<file path="src/rtl/pixfmt_consts.vh">
// Constants for the YCbCr parallel output formatter: offsets, fields, resets, code limits
`ifndef PIXFMT_CONSTS_VH
`define PIXFMT_CONSTS_VH

// Register byte offsets on the APB
`define CTRL_OFFSET       12'h000
`define STATUS_OFFSET     12'h004
`define LINES_OFFSET      12'h008

// Control field positions
`define CTRL_MODE_LSB     0
`define CTRL_MODE_MSB     1
`define CTRL_CHROMA_SWAP  2
`define CTRL_LUMA_FIRST   3
`define CTRL_MSB_ALIGN    4
`define CTRL_ENABLE       5
`define CTRL_WIDTH        6
`define CTRL_RESET        6'h00

// Output mode codes
`define MODE_BYTE         2'h0
`define MODE_TEN          2'h1
`define MODE_WIDE         2'h2

// Legal code ranges, 8-bit and 10-bit spaces
`define LUMA8_MIN         10'h010
`define LUMA8_MAX         10'h0EB
`define CHROMA8_MIN       10'h010
`define CHROMA8_MAX       10'h0F0
`define LUMA10_MIN        10'h040
`define LUMA10_MAX        10'h3AC
`define CHROMA10_MIN      10'h040
`define CHROMA10_MAX      10'h3C0

`endif

</file>
<file path="src/rtl/code_range_clamp.v">
// Clamps one video component into its legal code range
`timescale 1ns/1ps
module code_range_clamp (
  // Sample in, already reduced to the selected code space
  input  wire [9:0] value_in,
  // Selects 10-bit limits instead of 8-bit limits
  input  wire       ten_bit,
  // Selects luma limits instead of chroma limits
  input  wire       is_luma,
  // Clamped sample
  output reg  [9:0] value_out
);
`include "pixfmt_consts.vh"

  reg [9:0] lo;  // Lower limit in use
  reg [9:0] hi;  // Upper limit in use

  // Pick the limits, then saturate
  always @*
  begin
    lo = ten_bit ? (is_luma ? `LUMA10_MIN : `CHROMA10_MIN) : (is_luma ? `LUMA8_MIN : `CHROMA8_MIN);
    hi = ten_bit ? (is_luma ? `LUMA10_MAX : `CHROMA10_MAX) : (is_luma ? `LUMA8_MAX : `CHROMA8_MAX);
    if (value_in < lo)
      value_out = lo;
    else if (value_in > hi)
      value_out = hi;
    else
      value_out = value_in;
  end
endmodule // code_range_clamp

</file>
<file path="src/rtl/ycbcr_parallel_output_formatter.v">
// Formats 4:2:2 YCbCr pixel pairs onto a 16-bit parallel output bus
`timescale 1ns/1ps
module ycbcr_parallel_output_formatter #(
  parameter CW = 10  // Component width at the pixel input
) (
  // Clock, reset, clock enable
  input  wire          clk,
  input  wire          rst,
  input  wire          ce,
  // APB slave
  input  wire          psel,
  input  wire          penable,
  input  wire          pwrite,
  input  wire [11:0]   paddr,
  input  wire [31:0]   pwdata,
  output reg  [31:0]   prdata,
  output reg           pready,
  output reg           pslverr,
  // Pixel pair stream in
  input  wire          in_valid,
  output reg           in_ready,
  input  wire [CW-1:0] in_y0,
  input  wire [CW-1:0] in_y1,
  input  wire [CW-1:0] in_cb,
  input  wire [CW-1:0] in_cr,
  input  wire          in_line_end,
  input  wire          in_frame_end,
  // Parallel output link
  input  wire          pclk_in,
  output reg           pout_clk,
  output reg  [15:0]   pout_data,
  output reg           pout_line_valid,
  output reg           pout_frame_valid
);
`include "pixfmt_consts.vh"

  ////////////////////////////////////////////////////////////////////////////
  // Registers and state

  reg [`CTRL_WIDTH-1:0] ctrl_reg;       // Software control word
  reg [`CTRL_WIDTH-1:0] cfg_reg;        // Control captured with the held pair
  reg [15:0]            lines_reg;      // Lines finished in this frame
  reg                   pclk_s1_reg;    // Link clock synchroniser, first stage
  reg                   pclk_s2_reg;    // Link clock synchroniser, second stage
  reg                   pclk_s3_reg;    // Delayed copy for edge finding
  reg [9:0]             y0_reg;         // Held pair components
  reg [9:0]             y1_reg;
  reg [9:0]             cb_reg;
  reg [9:0]             cr_reg;
  reg                   line_end_reg;   // Held pair closes a line
  reg                   frame_end_reg;  // Held pair closes a frame
  reg                   full_reg;       // A pair is held
  reg [1:0]             widx_reg;       // Word index inside the pair
  reg                   gap_reg;        // Blank word owed after a line end
  reg                   fgap_reg;       // Frame valid drop owed after frame end
  reg                   full_next;      // Held flag after this edge

  wire       fall_evt  = pclk_s3_reg & ~pclk_s2_reg;  // Data moves on the falling link edge
  wire       accept    = ce & in_valid & in_ready;
  wire       apb_acc   = psel & penable & ~pready;
  wire [1:0] mode      = cfg_reg[`CTRL_MODE_MSB:`CTRL_MODE_LSB];
  wire       wide      = (mode == `MODE_WIDE);
  wire       ten       = (mode == `MODE_TEN);
  wire       last_word = wide ? widx_reg[0] : (widx_reg == 2'h3);

  ////////////////////////////////////////////////////////////////////////////
  // Component selection for the current word

  // Reduce to the 8-bit space where the mode asks for it
  function [9:0] to_space;
    input [9:0] v;
    input       t;
    begin
      to_space = t ? v : {2'h0, v[9:2]};
    end
  endfunction

  // Keep the top ten bits of a component; narrower inputs are padded with zeros
  function [9:0] top_ten;
    input [CW+9:0] v;
    begin
      top_ten = v[CW+9 -: 10];
    end
  endfunction

  wire       half   = wide ? widx_reg[0] : widx_reg[1];       // Which pixel of the pair
  wire [9:0] c_frst = cfg_reg[`CTRL_CHROMA_SWAP] ? cr_reg : cb_reg;
  wire [9:0] c_scnd = cfg_reg[`CTRL_CHROMA_SWAP] ? cb_reg : cr_reg;
  wire [9:0] c_raw  = half ? c_scnd : c_frst;
  wire [9:0] y_raw  = half ? y1_reg : y0_reg;
  wire [9:0] c_lim;
  wire [9:0] y_lim;

  code_range_clamp chroma_clamp (
    .value_in  (to_space(c_raw, ten)),
    .ten_bit   (ten),
    .is_luma   (1'b0),
    .value_out (c_lim)
  );

  code_range_clamp luma_clamp (
    .value_in  (to_space(y_raw, ten)),
    .ten_bit   (ten),
    .is_luma   (1'b1),
    .value_out (y_lim)
  );

  reg [9:0]  comp;   // Component for a single-component word (byte and ten-bit modes)
  reg [15:0] word;   // Placed bus word

  // Build the bus word from mode, order and alignment
  always @*
  begin
    comp = (widx_reg[0] ^ cfg_reg[`CTRL_LUMA_FIRST]) ? y_lim : c_lim;
    if (wide)
      // Both alignments give the full bus here
      word = cfg_reg[`CTRL_LUMA_FIRST] ? {y_lim[7:0], c_lim[7:0]} : {c_lim[7:0], y_lim[7:0]};
    else if (ten)
      word = cfg_reg[`CTRL_MSB_ALIGN] ? {comp, 6'h00} : {6'h00, comp};
    else
      word = cfg_reg[`CTRL_MSB_ALIGN] ? {comp[7:0], 8'h00} : {8'h00, comp[7:0]};
  end

  ////////////////////////////////////////////////////////////////////////////
  // Link clock sampling; only the second and third stages feed logic

  always @(posedge clk)
  begin
    if (rst)
    begin
      pclk_s1_reg <= 1'b0;
      pclk_s2_reg <= 1'b0;
      pclk_s3_reg <= 1'b0;
      pout_clk    <= 1'b0;
    end
    else if (ce)
    begin
      pclk_s1_reg <= pclk_in;
      pclk_s2_reg <= pclk_s1_reg;
      pclk_s3_reg <= pclk_s2_reg;
      pout_clk    <= pclk_s2_reg;
    end
  end

  ////////////////////////////////////////////////////////////////////////////
  // Held flag after this edge, so ready can be a flip-flop

  always @*
  begin
    full_next = full_reg;
    if (fall_evt & full_reg & ~gap_reg & ~fgap_reg & last_word)
      full_next = 1'b0;
    if (accept)
      full_next = 1'b1;
  end

  ////////////////////////////////////////////////////////////////////////////
  // Pair capture and word sequencing

  always @(posedge clk)
  begin
    if (rst)
    begin
      y0_reg           <= 10'h000;
      y1_reg           <= 10'h000;
      cb_reg           <= 10'h000;
      cr_reg           <= 10'h000;
      line_end_reg     <= 1'b0;
      frame_end_reg    <= 1'b0;
      cfg_reg          <= `CTRL_RESET;
      full_reg         <= 1'b0;
      widx_reg         <= 2'h0;
      gap_reg          <= 1'b0;
      fgap_reg         <= 1'b0;
      in_ready         <= 1'b0;
      lines_reg        <= 16'h0000;
      pout_data        <= 16'h0000;
      pout_line_valid  <= 1'b0;
      pout_frame_valid <= 1'b0;
    end
    else if (ce)
    begin
      full_reg <= full_next;
      // Ready only while nothing is held and software enables the path
      in_ready <= ~full_next & ctrl_reg[`CTRL_ENABLE];
      // Capture a new pair with the control in force at that moment
      if (accept)
      begin
        y0_reg        <= top_ten({in_y0, 10'h000});
        y1_reg        <= top_ten({in_y1, 10'h000});
        cb_reg        <= top_ten({in_cb, 10'h000});
        cr_reg        <= top_ten({in_cr, 10'h000});
        line_end_reg  <= in_line_end;
        frame_end_reg <= in_frame_end;
        cfg_reg       <= ctrl_reg;
      end
      if (fall_evt)
      begin
        if (fgap_reg)
        begin
          // Frame closes: both qualifiers low for one link period
          pout_line_valid  <= 1'b0;
          pout_frame_valid <= 1'b0;
          pout_data        <= 16'h0000;
          fgap_reg         <= 1'b0;
        end
        else if (gap_reg | ~full_reg)
        begin
          // Horizontal blank or starved source
          pout_line_valid <= 1'b0;
          pout_data       <= 16'h0000;
          gap_reg         <= 1'b0;
        end
        else
        begin
          pout_data        <= word;
          pout_line_valid  <= 1'b1;
          pout_frame_valid <= 1'b1;
          if (~pout_frame_valid)
            lines_reg <= 16'h0000;
          if (last_word)
          begin
            widx_reg <= 2'h0;
            gap_reg  <= line_end_reg;
            fgap_reg <= frame_end_reg;
            if (line_end_reg)
              lines_reg <= (pout_frame_valid ? lines_reg : 16'h0000) + 16'h0001;
          end
          else
            widx_reg <= widx_reg + 2'h1;
        end
      end
    end
  end

  ////////////////////////////////////////////////////////////////////////////
  // APB slave: one wait state, error on unmapped address

  always @(posedge clk)
  begin
    if (rst)
    begin
      ctrl_reg <= `CTRL_RESET;
      prdata   <= 32'h0000_0000;
      pready   <= 1'b0;
      pslverr  <= 1'b0;
    end
    else if (ce)
    begin
      pready  <= apb_acc;
      pslverr <= 1'b0;
      prdata  <= 32'h0000_0000;
      // Commit a write only at the edge that completes the access, as the master sees it
      if (psel & penable & pready & pwrite & (paddr == `CTRL_OFFSET))
        ctrl_reg <= pwdata[`CTRL_WIDTH-1:0];
      if (apb_acc)
      begin
        case (paddr)
          `CTRL_OFFSET:
            prdata <= {26'h000_0000, ctrl_reg};
          `STATUS_OFFSET:
            prdata <= {26'h000_0000, full_reg, widx_reg, pout_frame_valid, pout_line_valid, in_ready};
          `LINES_OFFSET:
            prdata <= {16'h0000, lines_reg};
          default:
            pslverr <= 1'b1;
        endcase
      end
    end
  end
endmodule // ycbcr_parallel_output_formatter

</file>
<file path="config.mk">
export PLATFORM = sky130hd
export DESIGN_NAME = ycbcr_parallel_output_formatter
export DESIGN_NICKNAME = d
export VERILOG_FILES = /design/src/rtl/code_range_clamp.v /design/src/rtl/ycbcr_parallel_output_formatter.v
export VERILOG_INCLUDE_DIRS = /design/src /design/src/rtl
export SDC_FILE = /design/constraint.sdc
export NUM_CORES = 1
export LEC_CHECK = 0
export BUFFER_PORTS_ARGS = -buffer_cell sky130_fd_sc_hd__buf_2
export CORE_ASPECT_RATIO = 1.1
export CORE_MARGIN = 2
export CORE_UTILIZATION = 40
export CTS_CLUSTER_DIAMETER = 60
export CTS_CLUSTER_SIZE = 14
export DETAILED_ROUTE_END_ITERATION = 10
export GPL_TIMING_DRIVEN = 1
export PLACE_DENSITY = 0.69
export SYNTH_ARGS = -nofsm -noshare
export SYNTH_HDL_FRONTEND = slang
export SYNTH_HIERARCHICAL = 1
export SYNTH_SLANG_ARGS = --single-unit
</file>
<file path="constraint.sdc">
create_clock -name clk -period 5.4 [get_ports clk]
set_input_delay 0.54 -clock clk [delete_from_list [all_inputs] [get_ports clk]]
set_output_delay 0.54 -clock clk [all_outputs]
set_load 0.1 [all_outputs]
</file>
==> results.yml <==
setup_path:
  crit_arrival_ns: 5.13
  worst_r2r_path_depth: 15
  end_kind: "flop"
  cp_max_fo: 13
  r2r_end: "pout_data[12]"
  critPathLaunch: "cfg_reg[1]"
  r2r_setup_slack_ns: 0.56
  required_ns: 5.69
  critPathLaunchType: "flop"
  critPathKind: "flop to flop"
  r2r_start: "cfg_reg[1]"
route:
  wl_um: 17600
  postRouteAntennaNets: 0
  drtPass1Iterations: 5
  route.vias.total: 6266
  route.detailed.drc: 0
  drt_iter0_drc: 381
  wl_per_cell_um: 15.3
  viasPerCell: 5.46
grt:
  grt_pass1_wl_um: 29200
  grt_antenna_before_repair: 0
  grt_max_degree: 58
  grt_pass1_vias: 6031
  grt_overflow_total: 0
  grt.total_usage_pct: 19.8
synth:
  ys_seq_area_share_pct: 33.6
  synth_cell_types: 73
  async_flop_share_pct: 0
  syn_inst: 828
  synthFlopType: "dfxtp_1"
  syn_area_um2: 6800
  ys_ff_latch: 114
  avgSynthCellArea_um2: 8.21
  synth_edf_count: 0
  yosysWarnings: 6
worst_hold_path:
  min_to: "ctrl_reg[0]"
  hold_depth: 3
  hp-start: "pwdata[0]"
  hp-class: "input pin to flop"
floorplan:
  die_area_um2: 18100
  dieHeight_um: 141
  dieWidth_um: 128
  num_io_pins: 148
  coreArea_um2: 16800
  start_util_pct: 40.4
  rows: 50
power_and_ir_drop:
  switching_share_pct: 24.5
  comb_power_share_pct: 5.7
  vdd_drop_max_mv: 0.185
  p_int_mw: 1.51
  power.clock.fraction_pct: 52.0
  pwr-share-seq_pct: 42.2
  p_switching_mw: 0.492
  p_per_area_nw_per_um2: 250
  p_leak_nw: 3.20
sta:
  fin_crit_sh_pct: 89.7
  finalClockSkew_ns: 0.0151
  finalSetupTns_ns: 0
  setup_violations: 0
  tightest_slew_ns: 1.06
  slew_headroom_pct: 29.2
  fin_crit_ns: 4.84
  hold_viol: 0
  fin_ws_ns: 0.557
  fmaxAchievable_ghz: 0.206
  grt_setup_unrepaired: "no"
  slew_viol_final: 0
cells_and_area:
  drive_gt1_share_pct: 20.8
  nNetsFinal: 1042
  syn2layout_area_growth_pct: 17.8
  diodes: 0
  fillCellCount: 1651
placement:
  pre_cts_ws_ns: 0.640
  gp_congestion: 0.919
  io_buffers: 105
  dp_hpwl_um: 12900
clock_tree:
  cts_buffers: 17
  post_cts_buffers: 0
  cts_tree: "yes"
  clock_sinks: 114
  post_cts_resized: 0
  htree_levels: 4
  ctsHoldBuffers: 0
  cts_root_buffer: "clkbuf_16"
  cts_max_path_buffers: 2
  worst_skew_pair.late_latency_ns: 0.42
  clk_pin_slew_ns: 0.06
run:
  maxCapViolations: 0
status:
  status: "finished clean"
layout make-up:
| type | instances | area [um^2] | area share, % |
|---|---|---|---|
| multi-input combinational | 658 | 4240 | 52.9 |
| sequential | 114 | 2280 | 28.5 |
| timing repair buffer | 115 | 601 | 7.50 |
| clock buffer | 19 | 443 | 5.53 |
| tap | 208 | 260 | 3.25 |
| clock inverter | 13 | 111 | 1.39 |
| inverter | 20 | 75.1 | 0.938 |
through the flow:
stage | instance area, um^2 | utilization [%] | cells | power, mW | hold WS [ns]
2_1_floorplan | 6900 | - | 854 | 0.954 | 0.433
3_3_place_gp | 7450 | 44.3 | 1115 | 0.978 | 0.424
3_5_place_dp | 7450 | 44.3 | 1115 | 0.978 | 0.432
4_1_cts | 8010 | 47.6 | 1147 | 2.02 | 0.352
5_1_grt | 8010 | 47.6 | 1147 | 2.06 | 0.357
6_report | 8010 | 47.6 | 1147 | 2.00 | 0.360
Yosys cell counts (3+ instances only):
cell,count,area [um^2]
nor3_1,6,30.0
nor4_1,3,18.8
buf_2,13,65.1
xnor2_1,8,70.1
buf_1,5,18.8
a31o_2,4,35.0
o21ai_1,4,20.0
mux2i_1,65,651
nand2_1,179,672
ha_1,22,275
mux2_4,4,60.1
dfxtp_1,114,2280
mux4_2,6,135
nand4b_1,3,26.3
clkbuf_1,27,101
mux2_2,8,90.1
nor2b_1,9,56.3
inv_1,17,63.8
nand3_1,20,100
buf_4,17,128
nor2_1,56,210
and2_1,4,25.0
o221ai_1,3,26.3
and3_1,5,31.3
o31ai_1,8,60.1
o21ai_0,24,120
nand4_1,14,87.6
a21oi_1,77,385
a22o_1,22,193
o22ai_1,7,43.8
a211oi_1,7,52.6
a32oi_1,3,26.3
o211ai_1,6,45.0
logic make-up (layout without fill, tap and decap cells):
group / Yosys count / in the layout / share of synthesized area [%]
AND/OR/NAND/NOR: 325 / 325 / 22.5
AO/OA/AOI/OAI: 189 / 189 / 18.3
flip-flops: 114 / 114 / 33.6
multiplexers: 84 / 84 / 14.1
buffers and inverters: 82 / 167 / 5.70
adder cells (fa/ha/maj): 22 / 22 / 4.05
XOR/XNOR: 10 / 10 / 1.67
other: 2 / 28 / 0.110
placed cells by master (no fill, tap or decap), drive strengths merged, types with 6 or more instances in the layout:
cell type  count
nor2          58
nand3         22
a21oi         77
nor2b          9
mux4           6
dfxtp        114
ha            22
clkbuf        19
clkinv         7
mux2i         66
o21ai         28
o31ai         10
inv           21
nor3           8
nand2        179
a211oi         7
mux2          12
o211ai         6
o22ai          9
buf          115
conb          28
xnor2          9
nand4         16
a22o          22
routing by layer:
layer / GRT usage [%] / wire, um
met1: 25.3 / 8100
met2: 33.0 / 8280
met3: 4.17 / 849
met4: 7.06 / 355
met5: 0 / 0
power by group through the flow:
stage | sequential (mW) | combinational (mW) | clock, mW
2_1_floorplan | 0.868 | 0.0857 | 0
3_3_place_gp | 0.863 | 0.114 | 0
6_report | 0.846 | 0.115 | 1.04
3_5_place_dp | 0.863 | 0.115 | 0
4_1_cts | 0.845 | 0.115 | 1.06
5_1_grt | 0.845 | 0.123 | 1.10
critical path, stage by stage (launching register included):
cell      delay [ns]
dfxtp_1         0.59
nand2b_2        0.31
mux2i_4         0.29
xnor2_2         0.61
mux2i_1         0.39
mux2i_1         0.22
ha_1            0.37
nand4_2         0.17
o21bai_1        0.21
and4b_4         0.25
nor2_8          0.18
mux2_4          0.20
nand2_1         0.05
mux2_2          0.31
mux2_2          0.26
o311ai_0        0.30
worst max path at each step:
stage	endpoint	slack [ns]	cells past startpoint
finish	pout_data[12]	0.56	15
global route	pout_data[12]	0.28	15
CTS	pout_data[12]	0.63	15
detailed placement	pout_data[12]	0.64	15
global placement	pout_data[12]	0.72	15
floorplan	pout_data[12]	1.64	15
(Power assumes the default switching activity.)
